<file path="config.mk">
export PLATFORM = sky130hd
export DESIGN_NAME = ccs_core
export DESIGN_NICKNAME = d
export VERILOG_FILES = /design/src/logic/ccs_pkg.sv /design/src/logic/ccs_alu.sv /design/src/logic/ccs_core.sv
export SDC_FILE = /design/constraint.sdc
export NUM_CORES = 2
export LEC_CHECK = 0
export BUFFER_PORTS_ARGS = -buffer_cell sky130_fd_sc_hd__buf_2
export CELL_PAD_IN_SITES_DETAIL_PLACEMENT = 0
export CELL_PAD_IN_SITES_GLOBAL_PLACEMENT = 2
export CORE_ASPECT_RATIO = 0.75
export CORE_MARGIN = 2
export CORE_UTILIZATION = 25
export CTS_CLUSTER_SIZE = 8
export DETAILED_ROUTE_END_ITERATION = 8
export PLACE_DENSITY = 0.6
export SLEW_MARGIN = 20
export SYNTH_ARGS = -nofsm -noshare
export SYNTH_HDL_FRONTEND = slang
export SYNTH_SLANG_ARGS = --single-unit
</file>
<file path="constraint.sdc">
create_clock -name MCLK_I -period 14.35 [get_ports MCLK_I]
set_input_delay 2.1525 -clock MCLK_I [delete_from_list [all_inputs] [get_ports MCLK_I]]
set_output_delay 2.1525 -clock MCLK_I [all_outputs]
set_load 0.01 [all_outputs]
</file>
<file path="src/logic/ccs_pkg.sv">
`default_nettype none

package ccs_pkg;

  // Register file geometry
  localparam int NUM_REGS = 32;
  localparam logic [15:0] REG_SPACE_TOP = 16'h0020;
  localparam logic [4:0] R_X_LO = 5'h1a;
  localparam logic [4:0] R_Y_LO = 5'h1c;
  localparam logic [4:0] R_Z_LO = 5'h1e;
  localparam logic [4:0] R_PROD_LO = 5'h00;
  localparam logic [4:0] R_PROD_HI = 5'h01;

  // I/O space offsets of the core registers
  localparam logic [5:0] IO_SP_LOW = 6'h3d;
  localparam logic [5:0] IO_SP_HIGH = 6'h3e;
  localparam logic [5:0] IO_CPU_FLAGS = 6'h3f;

  // Reset values
  localparam logic [15:0] SP_RST = 16'h0000;
  localparam logic [7:0] FLAGS_RST = 8'h00;

  // Flag bit positions
  localparam int FB_C = 0;
  localparam int FB_Z = 1;
  localparam int FB_N = 2;
  localparam int FB_V = 3;
  localparam int FB_S = 4;
  localparam int FB_H = 5;
  localparam int FB_T = 6;
  localparam int FB_I = 7;

  // Stack and pointer steps
  localparam logic [15:0] STEP_BYTE = 16'h0001;
  localparam logic [15:0] STEP_ADDR = 16'h0002;

  // Decoded operations
  typedef enum logic [4:0] {
    OP_NOP, OP_ALU, OP_MOV, OP_MOVW, OP_ADIW, OP_SBIW, OP_MUL,
    OP_LD, OP_ST, OP_PUSH, OP_POP, OP_CALL, OP_INTR, OP_RET, OP_INTERRUPT_RETURN_INSTR,
    OP_SEI, OP_CLI, OP_BST, OP_BLD
  } ccs_op_t;

  // Eight-bit arithmetic unit functions
  typedef enum logic [3:0] {
    FN_ADD, FN_ADC, FN_SUB, FN_SBC, FN_AND, FN_OR, FN_EOR,
    FN_COM, FN_NEG, FN_INC, FN_DEC, FN_LSR, FN_ROR
  } ccs_fn_t;

  typedef enum logic [1:0] {PM_PLAIN, PM_POSTINC, PM_PREDEC, PM_DISP} ccs_pmode_t;
  typedef enum logic [1:0] {PTR_X, PTR_Y, PTR_Z, PTR_BAD} ccs_ptr_t;
  typedef enum logic [2:0] {ST_IDLE, ST_LOAD, ST_CALL_HI, ST_RET_HI, ST_RET_LO} ccs_state_t;

  // Low register of a pointer pair
  function automatic logic [4:0] ptr_lo(input ccs_ptr_t sel);
    unique case (sel)
      PTR_X: ptr_lo = R_X_LO;
      PTR_Y: ptr_lo = R_Y_LO;
      default: ptr_lo = R_Z_LO;
    endcase
  endfunction : ptr_lo

endpackage : ccs_pkg

`default_nettype wire

</file>
<file path="src/logic/ccs_alu.sv">
`timescale 1ns/1ps
`default_nettype none

module ccs_alu (
  // Operation and operands
  input wire ccs_pkg::ccs_fn_t fn_i,
  input wire logic [7:0] a_i,
  input wire logic [7:0] b_i,
  input wire logic [7:0] flags_i,
  // Result and new flags
  output logic [7:0] res_o,
  output logic [7:0] flags_o
);

  // Shared adder: returns {v, h, c, result}; borrows for subtraction
  function automatic logic [10:0] addsub(input logic [7:0] a, input logic [7:0] b,
                                         input logic cin, input logic sub);
    logic [7:0] bb;
    logic ci;
    logic [4:0] lo;
    logic [8:0] full;
    bb = sub ? ~b : b;
    ci = sub ? ~cin : cin;
    lo = {1'b0, a[3:0]} + {1'b0, bb[3:0]} + {4'h0, ci};
    full = {1'b0, a} + {1'b0, bb} + {8'h00, ci};
    addsub = {(a[7] == bb[7]) && (full[7] != a[7]), lo[4] ^ sub, full[8] ^ sub, full[7:0]};
  endfunction : addsub

  logic [10:0] sum;

  // Flags follow the result of every operation
  always_comb begin
    sum = '0;
    res_o = a_i;
    flags_o = flags_i;
    unique case (fn_i)
      ccs_pkg::FN_ADD, ccs_pkg::FN_ADC, ccs_pkg::FN_SUB, ccs_pkg::FN_SBC,
      ccs_pkg::FN_NEG: begin
        if (fn_i == ccs_pkg::FN_NEG) begin
          sum = addsub(8'h00, a_i, 1'b0, 1'b1);
        end else begin
          sum = addsub(a_i, b_i,
                       flags_i[ccs_pkg::FB_C] && (fn_i == ccs_pkg::FN_ADC ||
                                                  fn_i == ccs_pkg::FN_SBC),
                       fn_i != ccs_pkg::FN_ADD && fn_i != ccs_pkg::FN_ADC);
        end
        res_o = sum[7:0];
        flags_o[ccs_pkg::FB_C] = sum[8];
        flags_o[ccs_pkg::FB_H] = sum[9];
        flags_o[ccs_pkg::FB_V] = sum[10];
      end
      ccs_pkg::FN_AND, ccs_pkg::FN_OR, ccs_pkg::FN_EOR, ccs_pkg::FN_COM: begin
        unique case (fn_i)
          ccs_pkg::FN_AND: res_o = a_i & b_i;
          ccs_pkg::FN_OR: res_o = a_i | b_i;
          ccs_pkg::FN_EOR: res_o = a_i ^ b_i;
          default: res_o = ~a_i;
        endcase
        flags_o[ccs_pkg::FB_V] = 1'b0;
        if (fn_i == ccs_pkg::FN_COM) begin
          flags_o[ccs_pkg::FB_C] = 1'b1;
        end
      end
      ccs_pkg::FN_INC, ccs_pkg::FN_DEC: begin
        // Carry is left alone so multi-byte loops keep it
        sum = addsub(a_i, 8'h01, 1'b0, fn_i == ccs_pkg::FN_DEC);
        res_o = sum[7:0];
        flags_o[ccs_pkg::FB_V] = sum[10];
      end
      ccs_pkg::FN_LSR, ccs_pkg::FN_ROR: begin
        res_o = {(fn_i == ccs_pkg::FN_ROR) && flags_i[ccs_pkg::FB_C], a_i[7:1]};
        flags_o[ccs_pkg::FB_C] = a_i[0];
        flags_o[ccs_pkg::FB_V] = res_o[7] ^ a_i[0];
      end
    endcase
    flags_o[ccs_pkg::FB_N] = res_o[7];
    // Carry-chained subtraction keeps zero only if all bytes were zero
    flags_o[ccs_pkg::FB_Z] = (res_o == 8'h00) &&
                             (fn_i != ccs_pkg::FN_SBC || flags_i[ccs_pkg::FB_Z]);
    flags_o[ccs_pkg::FB_S] = flags_o[ccs_pkg::FB_N] ^ flags_o[ccs_pkg::FB_V];
  end

endmodule : ccs_alu

`default_nettype wire

</file>
<file path="src/logic/ccs_core.sv">
`timescale 1ns/1ps
`default_nettype none

module ccs_core (
  // Clock and reset
  input wire logic MCLK_I,
  input wire logic RST_N_I,
  // Decoded instruction from the sequencer
  input wire logic OP_VALID_I,
  input wire ccs_pkg::ccs_op_t OP_I,
  input wire ccs_pkg::ccs_fn_t ALU_FN_I,
  input wire logic [4:0] RD_I,
  input wire logic [4:0] RR_I,
  input wire logic [7:0] IMM_I,
  input wire logic USE_IMM_I,
  input wire logic [2:0] BIT_SEL_I,
  input wire ccs_pkg::ccs_ptr_t PTR_SEL_I,
  input wire ccs_pkg::ccs_pmode_t PTR_MODE_I,
  input wire logic [5:0] DISP_I,
  input wire logic [15:0] RET_ADDR_I,
  input wire logic IRQ_PEND_I,
  // I/O space port
  input wire logic [5:0] IO_ADDR_I,
  input wire logic IO_WE_I,
  input wire logic IO_RE_I,
  input wire logic [7:0] IO_WDATA_I,
  output logic [7:0] IO_RDATA_O,
  // Data memory port
  output logic [15:0] DMEM_ADDR_O,
  output logic [7:0] DMEM_WDATA_O,
  output logic DMEM_WE_O,
  output logic DMEM_RE_O,
  input wire logic [7:0] DMEM_RDATA_I,
  // Status to the sequencer
  output logic BUSY_O,
  output logic [7:0] FLAGS_O,
  output logic [15:0] SP_O,
  output logic IRQ_GO_O,
  output logic [15:0] RET_PC_O,
  output logic RET_PC_VLD_O
);

  // Word flags for the pair add and subtract
  function automatic logic [7:0] wflags(input logic [7:0] f, input logic [15:0] a,
                                        input logic [15:0] r, input logic sub);
    logic [7:0] o;
    o = f;
    o[ccs_pkg::FB_V] = sub ? (a[15] && !r[15]) : (!a[15] && r[15]);
    o[ccs_pkg::FB_C] = sub ? (r[15] && !a[15]) : (a[15] && !r[15]);
    o[ccs_pkg::FB_N] = r[15];
    o[ccs_pkg::FB_Z] = (r == 16'h0000);
    o[ccs_pkg::FB_S] = o[ccs_pkg::FB_N] ^ o[ccs_pkg::FB_V];
    wflags = o;
  endfunction : wflags

  // Working registers; plain storage so they carry no reset
  logic [7:0] rf [ccs_pkg::NUM_REGS];

  // State registers
  ccs_pkg::ccs_state_t state_ff, nxt_state;
  logic [7:0] flags_ff, nxt_flags;
  logic [15:0] sp_ff, nxt_sp;
  logic [15:0] addr_ff, nxt_addr;
  logic [7:0] wdata_ff, nxt_wdata;
  logic we_ff, nxt_we;
  logic re_ff, nxt_re;
  logic [4:0] ld_dst_ff, nxt_ld_dst;
  logic [7:0] hold_ff, nxt_hold;
  logic [15:0] ret_pc_ff, nxt_ret_pc;
  logic ret_vld_ff, nxt_ret_vld;
  logic busy_ff;
  logic irq_go_ff;
  logic [7:0] io_rdata_ff;

  // Four register write slots; later slots win on a clash
  logic wr_en [4];
  logic [4:0] wr_idx [4];
  logic [7:0] wr_dat [4];

  // Operand and pointer terms
  logic [7:0] op_a, op_b, alu_res, alu_flags;
  logic [4:0] pair_d, pair_r, ptr_base;
  logic [15:0] w_in, w_res, prod, ptr_val, ptr_ea, ptr_new;
  logic ptr_upd;

  // Operand fetch: one or two bytes, or one pair
  always_comb begin
    op_a = rf[RD_I];
    op_b = USE_IMM_I ? IMM_I : rf[RR_I];
    pair_d = {RD_I[4:1], 1'b0};
    pair_r = {RR_I[4:1], 1'b0};
    w_in = {rf[{RD_I[4:1], 1'b1}], rf[pair_d]};
    w_res = (OP_I == ccs_pkg::OP_SBIW) ? w_in - {10'h000, IMM_I[5:0]} :
                                         w_in + {10'h000, IMM_I[5:0]};
    prod = {8'h00, op_a} * {8'h00, rf[RR_I]};
  end

  // Pointer pairs and their addressing modes
  always_comb begin
    ptr_base = ccs_pkg::ptr_lo(PTR_SEL_I);
    ptr_val = {rf[{ptr_base[4:1], 1'b1}], rf[ptr_base]};
    ptr_ea = ptr_val;
    ptr_new = ptr_val;
    unique case (PTR_MODE_I)
      ccs_pkg::PM_PLAIN: ptr_ea = ptr_val;
      ccs_pkg::PM_POSTINC: ptr_new = ptr_val + ccs_pkg::STEP_BYTE;
      ccs_pkg::PM_PREDEC: begin
        ptr_new = ptr_val - ccs_pkg::STEP_BYTE;
        ptr_ea = ptr_new;
      end
      ccs_pkg::PM_DISP: ptr_ea = ptr_val + {10'h000, DISP_I};
    endcase
  end

  ccs_alu u_alu (
    .fn_i(ALU_FN_I),
    .a_i(op_a),
    .b_i(op_b),
    .flags_i(flags_ff),
    .res_o(alu_res),
    .flags_o(alu_flags)
  );

  // Execute: a new op is taken every clock while idle
  always_comb begin
    nxt_state = state_ff;
    nxt_flags = flags_ff;
    nxt_sp = sp_ff;
    nxt_addr = addr_ff;
    nxt_wdata = wdata_ff;
    nxt_we = 1'b0;
    nxt_re = 1'b0;
    nxt_ld_dst = ld_dst_ff;
    nxt_hold = hold_ff;
    nxt_ret_pc = ret_pc_ff;
    nxt_ret_vld = 1'b0;
    ptr_upd = 1'b0;
    for (int i = 0; i < 4; i++) begin
      wr_en[i] = 1'b0;
      wr_idx[i] = '0;
      wr_dat[i] = '0;
    end
    unique case (state_ff)
      ccs_pkg::ST_IDLE: if (OP_VALID_I) begin
        unique case (OP_I)
          ccs_pkg::OP_NOP: begin
          end
          ccs_pkg::OP_ALU: begin
            wr_en[0] = 1'b1;
            wr_idx[0] = RD_I;
            wr_dat[0] = alu_res;
            nxt_flags = alu_flags;
          end
          ccs_pkg::OP_MOV: begin
            wr_en[0] = 1'b1;
            wr_idx[0] = RD_I;
            wr_dat[0] = op_b;
          end
          ccs_pkg::OP_MOVW: begin
            wr_en[0] = 1'b1;
            wr_idx[0] = pair_d;
            wr_dat[0] = rf[pair_r];
            wr_en[1] = 1'b1;
            wr_idx[1] = {RD_I[4:1], 1'b1};
            wr_dat[1] = rf[{RR_I[4:1], 1'b1}];
          end
          ccs_pkg::OP_ADIW, ccs_pkg::OP_SBIW: begin
            wr_en[0] = 1'b1;
            wr_idx[0] = pair_d;
            wr_dat[0] = w_res[7:0];
            wr_en[1] = 1'b1;
            wr_idx[1] = {RD_I[4:1], 1'b1};
            wr_dat[1] = w_res[15:8];
            nxt_flags = wflags(flags_ff, w_in, w_res, OP_I == ccs_pkg::OP_SBIW);
          end
          ccs_pkg::OP_MUL: begin
            wr_en[0] = 1'b1;
            wr_idx[0] = ccs_pkg::R_PROD_LO;
            wr_dat[0] = prod[7:0];
            wr_en[1] = 1'b1;
            wr_idx[1] = ccs_pkg::R_PROD_HI;
            wr_dat[1] = prod[15:8];
            nxt_flags[ccs_pkg::FB_C] = prod[15];
            nxt_flags[ccs_pkg::FB_Z] = (prod == 16'h0000);
          end
          ccs_pkg::OP_LD: begin
            ptr_upd = 1'b1;
            if (ptr_ea < ccs_pkg::REG_SPACE_TOP) begin
              wr_en[0] = 1'b1;
              wr_idx[0] = RD_I;
              wr_dat[0] = rf[ptr_ea[4:0]];
            end else begin
              nxt_addr = ptr_ea;
              nxt_re = 1'b1;
              nxt_ld_dst = RD_I;
              nxt_state = ccs_pkg::ST_LOAD;
            end
          end
          ccs_pkg::OP_ST: begin
            ptr_upd = 1'b1;
            if (ptr_ea < ccs_pkg::REG_SPACE_TOP) begin
              wr_en[0] = 1'b1;
              wr_idx[0] = ptr_ea[4:0];
              wr_dat[0] = rf[RR_I];
            end else begin
              nxt_addr = ptr_ea;
              nxt_wdata = rf[RR_I];
              nxt_we = 1'b1;
            end
          end
          ccs_pkg::OP_PUSH: begin
            nxt_addr = sp_ff;
            nxt_wdata = rf[RR_I];
            nxt_we = 1'b1;
            nxt_sp = sp_ff - ccs_pkg::STEP_BYTE;
          end
          ccs_pkg::OP_POP: begin
            nxt_sp = sp_ff + ccs_pkg::STEP_BYTE;
            nxt_addr = nxt_sp;
            nxt_re = 1'b1;
            nxt_ld_dst = RD_I;
            nxt_state = ccs_pkg::ST_LOAD;
          end
          ccs_pkg::OP_CALL, ccs_pkg::OP_INTR: begin
            // Only the return address goes on the stack, never the flags
            nxt_addr = sp_ff;
            nxt_wdata = RET_ADDR_I[7:0];
            nxt_we = 1'b1;
            nxt_hold = RET_ADDR_I[15:8];
            nxt_sp = sp_ff - ccs_pkg::STEP_ADDR;
            nxt_state = ccs_pkg::ST_CALL_HI;
            if (OP_I == ccs_pkg::OP_INTR) begin
              nxt_flags[ccs_pkg::FB_I] = 1'b0;
            end
          end
          ccs_pkg::OP_RET, ccs_pkg::OP_INTERRUPT_RETURN_INSTR: begin
            nxt_addr = sp_ff + ccs_pkg::STEP_BYTE;
            nxt_re = 1'b1;
            nxt_sp = sp_ff + ccs_pkg::STEP_ADDR;
            nxt_state = ccs_pkg::ST_RET_HI;
            if (OP_I == ccs_pkg::OP_INTERRUPT_RETURN_INSTR) begin
              nxt_flags[ccs_pkg::FB_I] = 1'b1;
            end
          end
          ccs_pkg::OP_SEI: nxt_flags[ccs_pkg::FB_I] = 1'b1;
          ccs_pkg::OP_CLI: nxt_flags[ccs_pkg::FB_I] = 1'b0;
          ccs_pkg::OP_BST: nxt_flags[ccs_pkg::FB_T] = op_a[BIT_SEL_I];
          ccs_pkg::OP_BLD: begin
            wr_en[0] = 1'b1;
            wr_idx[0] = RD_I;
            wr_dat[0] = op_a;
            wr_dat[0][BIT_SEL_I] = flags_ff[ccs_pkg::FB_T];
          end
        endcase
      end
      ccs_pkg::ST_LOAD: begin
        wr_en[0] = 1'b1;
        wr_idx[0] = ld_dst_ff;
        wr_dat[0] = DMEM_RDATA_I;
        nxt_state = ccs_pkg::ST_IDLE;
      end
      ccs_pkg::ST_CALL_HI: begin
        nxt_addr = addr_ff - ccs_pkg::STEP_BYTE;
        nxt_wdata = hold_ff;
        nxt_we = 1'b1;
        nxt_state = ccs_pkg::ST_IDLE;
      end
      ccs_pkg::ST_RET_HI: begin
        nxt_hold = DMEM_RDATA_I;
        nxt_addr = addr_ff + ccs_pkg::STEP_BYTE;
        nxt_re = 1'b1;
        nxt_state = ccs_pkg::ST_RET_LO;
      end
      ccs_pkg::ST_RET_LO: begin
        nxt_ret_pc = {hold_ff, DMEM_RDATA_I};
        nxt_ret_vld = 1'b1;
        nxt_state = ccs_pkg::ST_IDLE;
      end
    endcase
    // Pointer write-back takes the last slots so it wins over a load from register space
    if (ptr_upd && PTR_MODE_I inside {ccs_pkg::PM_POSTINC, ccs_pkg::PM_PREDEC}) begin
      wr_en[2] = 1'b1;
      wr_idx[2] = ptr_base;
      wr_dat[2] = ptr_new[7:0];
      wr_en[3] = 1'b1;
      wr_idx[3] = {ptr_base[4:1], 1'b1};
      wr_dat[3] = ptr_new[15:8];
    end
    // An I/O write is itself an instruction, so the flags or stack pointer byte it writes overrides the op's
    if (IO_WE_I) begin
      unique case (IO_ADDR_I)
        ccs_pkg::IO_CPU_FLAGS: begin
          nxt_flags = IO_WDATA_I;
          nxt_flags[ccs_pkg::FB_S] = IO_WDATA_I[ccs_pkg::FB_N] ^
                                     IO_WDATA_I[ccs_pkg::FB_V];
        end
        ccs_pkg::IO_SP_LOW: nxt_sp[7:0] = IO_WDATA_I;
        ccs_pkg::IO_SP_HIGH: nxt_sp[15:8] = IO_WDATA_I;
        default: begin
        end
      endcase
    end
  end

  // Register file write; runs straight on the chip clock
  always_ff @(posedge MCLK_I) begin
    for (int i = 0; i < 4; i++) begin
      if (wr_en[i]) begin
        rf[wr_idx[i]] <= wr_dat[i];
      end
    end
  end

  // Flags; not touched by interrupt entry or return except bit 7
  always_ff @(posedge MCLK_I or negedge RST_N_I) begin
    if (!RST_N_I) begin
      flags_ff <= ccs_pkg::FLAGS_RST;
    end else begin
      flags_ff <= nxt_flags;
    end
  end

  // Stack pointer
  always_ff @(posedge MCLK_I or negedge RST_N_I) begin
    if (!RST_N_I) begin
      sp_ff <= ccs_pkg::SP_RST;
    end else begin
      sp_ff <= nxt_sp;
    end
  end

  // Sequencer state and busy flag
  always_ff @(posedge MCLK_I or negedge RST_N_I) begin
    if (!RST_N_I) begin
      state_ff <= ccs_pkg::ST_IDLE;
      busy_ff <= 1'b0;
      ld_dst_ff <= '0;
      hold_ff <= '0;
    end else begin
      state_ff <= nxt_state;
      busy_ff <= (nxt_state != ccs_pkg::ST_IDLE);
      ld_dst_ff <= nxt_ld_dst;
      hold_ff <= nxt_hold;
    end
  end

  // Data memory request
  always_ff @(posedge MCLK_I or negedge RST_N_I) begin
    if (!RST_N_I) begin
      addr_ff <= '0;
      wdata_ff <= '0;
      we_ff <= 1'b0;
      re_ff <= 1'b0;
    end else begin
      addr_ff <= nxt_addr;
      wdata_ff <= nxt_wdata;
      we_ff <= nxt_we;
      re_ff <= nxt_re;
    end
  end

  // Return address handed back to the sequencer
  always_ff @(posedge MCLK_I or negedge RST_N_I) begin
    if (!RST_N_I) begin
      ret_pc_ff <= '0;
      ret_vld_ff <= 1'b0;
    end else begin
      ret_pc_ff <= nxt_ret_pc;
      ret_vld_ff <= nxt_ret_vld;
    end
  end

  // Interrupt gate uses the next flag value so a clear blocks at once
  always_ff @(posedge MCLK_I or negedge RST_N_I) begin
    if (!RST_N_I) begin
      irq_go_ff <= 1'b0;
    end else begin
      irq_go_ff <= nxt_flags[ccs_pkg::FB_I] && IRQ_PEND_I;
    end
  end

  // I/O read data; unmapped offsets read as zero
  always_ff @(posedge MCLK_I or negedge RST_N_I) begin
    if (!RST_N_I) begin
      io_rdata_ff <= '0;
    end else if (IO_RE_I) begin
      unique case (IO_ADDR_I)
        ccs_pkg::IO_CPU_FLAGS: io_rdata_ff <= flags_ff;
        ccs_pkg::IO_SP_LOW: io_rdata_ff <= sp_ff[7:0];
        ccs_pkg::IO_SP_HIGH: io_rdata_ff <= sp_ff[15:8];
        default: io_rdata_ff <= '0;
      endcase
    end
  end

  // Outputs straight from flip-flops
  assign IO_RDATA_O = io_rdata_ff;
  assign DMEM_ADDR_O = addr_ff;
  assign DMEM_WDATA_O = wdata_ff;
  assign DMEM_WE_O = we_ff;
  assign DMEM_RE_O = re_ff;
  assign BUSY_O = busy_ff;
  assign FLAGS_O = flags_ff;
  assign SP_O = sp_ff;
  assign IRQ_GO_O = irq_go_ff;
  assign RET_PC_O = ret_pc_ff;
  assign RET_PC_VLD_O = ret_vld_ff;

endmodule : ccs_core

`default_nettype wire

</file>
==> impl_metrics.sql <==
INSERT INTO impl_metrics (metric_group, metric, value, unit) VALUES
('floorplanning', 'floorplan.rows', '116', ''),
('cts', 'clkLatencyLatePin', '660', 'ps'),
('synthesis', 'avgSynthCellArea', '9.56', 'um^2'),
('synthesis', 'ys_async_sr_fraction', '26.6', '%'),
('grt', 'overflow', '0', ''),
('routing', 'num_vias', '31100', ''),
('synthesis', 'netlist_top_cells_count', 'sky130_fd_sc_hd__nand2_1, sky130_fd_sc_hd__edfxtp_1, sky130_fd_sc_hd__nor2_1', ''),
('floorplanning', 'die_area', '138000', 'um^2'),
('grt', 'number_of_antenna_violations_at_the_first_check_in_global_routing', '8', ''),
('placement', 'gp_routability_congestion', '0.953', ''),
('synthesis', 'synthAdderAreaFrac', '7.17', '%'),
('synthesis', 'synthCells', '3520', ''),
('synthesis', 'synth_compound_area_share', '17.1', '%'),
('floorplanning', 'floorplan.io_pins', '162', ''),
('synthesis', 'synth_area_leaders', 'sky130_fd_sc_hd__edfxtp_1, sky130_fd_sc_hd__mux4_2, sky130_fd_sc_hd__dfrtp_1', ''),
('grt', 'grt_pass1_wl', '234000', 'um'),
('critical_path', 'timing.critical_path.to_type', 'register', ''),
('timing', 'grt_setup_unrepaired', 'false', ''),
('run_status', 'status', 'complete, no violations', ''),
('synthesis', 'synth_top_family_by_area', 'multiplexers', ''),
('critical_path', 'worst_ep_arrival_time', '10630', 'ps'),
('cts', 'cts_num_sinks', '349', ''),
('critical_path', 'critical_path_required', '14660', 'ps'),
('timing', 'worst_clock_skew', '42.9', 'ps'),
('routing', 'routed_len_inst', '31.2', 'um'),
('hold_path', 'worst_hold_path_type', 'register to register', ''),
('synthesis', 'postSynthRegisterBits', '349', ''),
('routing', 'vias_per_cell', '5.81', ''),
('final_layout', 'proportion_of_layout_cells_with_a_drive_suffix_above_1', '19.6', '%'),
('critical_path', 'setup.worst_path.start_class', 'input port', ''),
('cts', 'clk_transition_reported_paths', '50', 'ps'),
('pwr', 'total_leakage_power', '15.4', 'nW'),
('placement', 'placed_cell_area', '36600', 'um^2'),
('synthesis', 'synthMostInstantiatedCell', 'sky130_fd_sc_hd__nand2_1', ''),
('timing', 'post-route-min-period', '10320', 'ps'),
('placement', 'placement.io_buffers', '161', ''),
('synthesis', 'synthesis.yosys.warnings', '0', ''),
('timing', 'final_hold_viol_count', '0', ''),
('routing', 'drt-total-wl', '167000', 'um'),
('timing', 'layout_worst_path_cycle_share', '71.9', '%'),
('synthesis', 'synth.area.mux_share', '22.2', '%'),
('final_layout', 'stdcell_area', '38100', 'um^2'),
('pwr', 'peakVddDrop', '0.000118', 'V'),
('synthesis', 'seq_area_frac_synth', '29.7', '%'),
('routing', 'ant_nets', '0', ''),
('critical_path', 'worst-r2r-setup-slack', '5740', 'ps'),
('cts', 'cts_hold_repair.buffers', '0', ''),
('cts', 'tritoncts.num_buffers', '50', ''),
('synthesis', 'synth_ff_type', 'sky130_fd_sc_hd__edfxtp_1', ''),
('cts', 'ctsRootBufferMaster', 'sky130_fd_sc_hd__clkbuf_16', ''),
('timing', 'fin_tns_setup', '0', 'ps'),
('synthesis', 'syn-cell-area', '33700', 'um^2'),
('run', 'timing.max_cap.violations', '0', ''),
('routing', 'detailedRoute.firstIterationViolations', '4400', ''),
('grt', 'first_global_vias', '29200', ''),
('floorplanning', 'initial_utilization', '25.2', '%'),
('synthesis', 'synth_xor_area_share', '2.81', '%'),
('timing', 'timing.hold.ws', '500', 'ps'),
('pwr', 'ratio_of_total_power_to_cell_area', '115', 'nW/um^2'),
('cts', 'cts_repair_resize_count', '0', ''),
('grt', 'maximum_number_of_pins_on_one_net_before_global_route_repair', '67', ''),
('timing', 'max_slew_margin', '7.25', '%'),
('synthesis', 'synth_top_area_share', '22.8', '%'),
('final_layout', 'final_core_utilization', '28.5', '%'),
('cts', 'cts_buffer_depth', '3', ''),
('cts', 'htreeDepth', '2', ''),
('timing', 'timing.final.max_slew_violations', '0', ''),
('timing', 'max_freq', '96.9', 'MHz'),
('routing', 'detail_route.first_pass.iterations', '6', ''),
('final_layout', 'post_layout_nets', '3816', ''),
('floorplanning', 'die_y', '322', 'um');
## final cells by class
class	count	area [um^2]
clock buffers	71	1340
multi-input cells	2675	21900
inverters	218	818
clock inverters	5	93.8
repair buffers	270	1680
fillers	14100	95400
diodes	3	7.51
flip-flops and latches	349	10000
well taps	1770	2210
## routing by layer
layer	vias to the layer above	GRT usage, %	part of all wire [%]
met2	1736	30.3	38
met3	185	8.23	13
li1	13400	-	-
met4	12	5.81	2.5
met5	-	2.09	0.26
met1	15800	36.7	47
## metrics by stage
stage                     total power [W]  cells
after detailed placement          0.00318   5280
after global placement            0.00319   5280
after floorplan                   0.00250   3520
after CTS                         0.00437   5356
after global routing              0.00462   5358
final                             0.00439   5361
## critical path, stage by stage
cell and delay, ps:
sky130_fd_sc_hd__buf_4 460, sky130_fd_sc_hd__buf_4 550, sky130_fd_sc_hd__mux4_2 560, sky130_fd_sc_hd__mux2i_1 170, sky130_fd_sc_hd__a22oi_1 210, sky130_fd_sc_hd__nand2_1 630, sky130_fd_sc_hd__clkinv_1 500, sky130_fd_sc_hd__nand2_1 180
sky130_fd_sc_hd__fa_1 450, sky130_fd_sc_hd__fa_1 500, sky130_fd_sc_hd__inv_1 50, sky130_fd_sc_hd__fa_1 480, sky130_fd_sc_hd__inv_1 50, sky130_fd_sc_hd__fa_1 480, sky130_fd_sc_hd__inv_1 40, sky130_fd_sc_hd__ha_1 320
sky130_fd_sc_hd__or3_1 350, sky130_fd_sc_hd__o21ai_0 160, sky130_fd_sc_hd__o31ai_1 140, sky130_fd_sc_hd__xnor2_1 420, sky130_fd_sc_hd__o221ai_1 420, sky130_fd_sc_hd__a22oi_1 1030, sky130_fd_sc_hd__o221ai_1 270
## where the power goes
part	switching [W]	internal (W)	total, W
Sequential	0.000137	0.00114	0.00128
Clock	0.000524	0.000660	0.00118
Combinational	0.00120	0.000726	0.00193
Total	0.00186	0.00253	0.00439
## registers in the layout (all words and copies together) (netlist names)
name,count
rf,256
DMEM_ADDR_O,16
RET_PC_O,16
SP_O,16
DMEM_WDATA_O,8
FLAGS_O,8
IO_RDATA_O,8
hold_ff,8
ld_dst_ff,5
state_ff,3
BUSY_O,1
DMEM_RE_O,1
DMEM_WE_O,1
IRQ_GO_O,1
RET_PC_VLD_O,1
## path summary, 6_finish.rpt
kind,depth (start not counted),endpoint,from
max,23,rf[31][2],RD_I[0]
min,1,ld_dst_ff[4],ld_dst_ff[4]
max reg2reg,21,rf[31][2],rf[30][0]
min reg2reg,1,ld_dst_ff[4],ld_dst_ff[4]
max in group asynchronous,2,DMEM_WDATA_O[2],RST_N_I
min in group asynchronous,1,SP_O[14],RST_N_I
## cells in the final DEF (no fill, tap or decap), drive strengths merged, types with 81 or more instances in the layout
master,netlist,layout
a21oi,174,174
and3,91,91
buf,90,270
dfrtp,93,93
edfxtp,256,256
ha,124,124
inv,215,217
mux2i,135,135
mux4,236,236
nand2,420,420
nand3,83,83
nor2,246,246
nor3,81,81
o21ai,219,219
## cell families after synthesis
family	Yosys count
AND/OR/NAND/NOR	1093
AO/OA/AOI/OAI	866
buffers and inverters	496
multiplexers	441
flip-flops	349
adder cells (fa/ha/maj)	167
XOR/XNOR	108
Power figures use the tool's default switching activity.
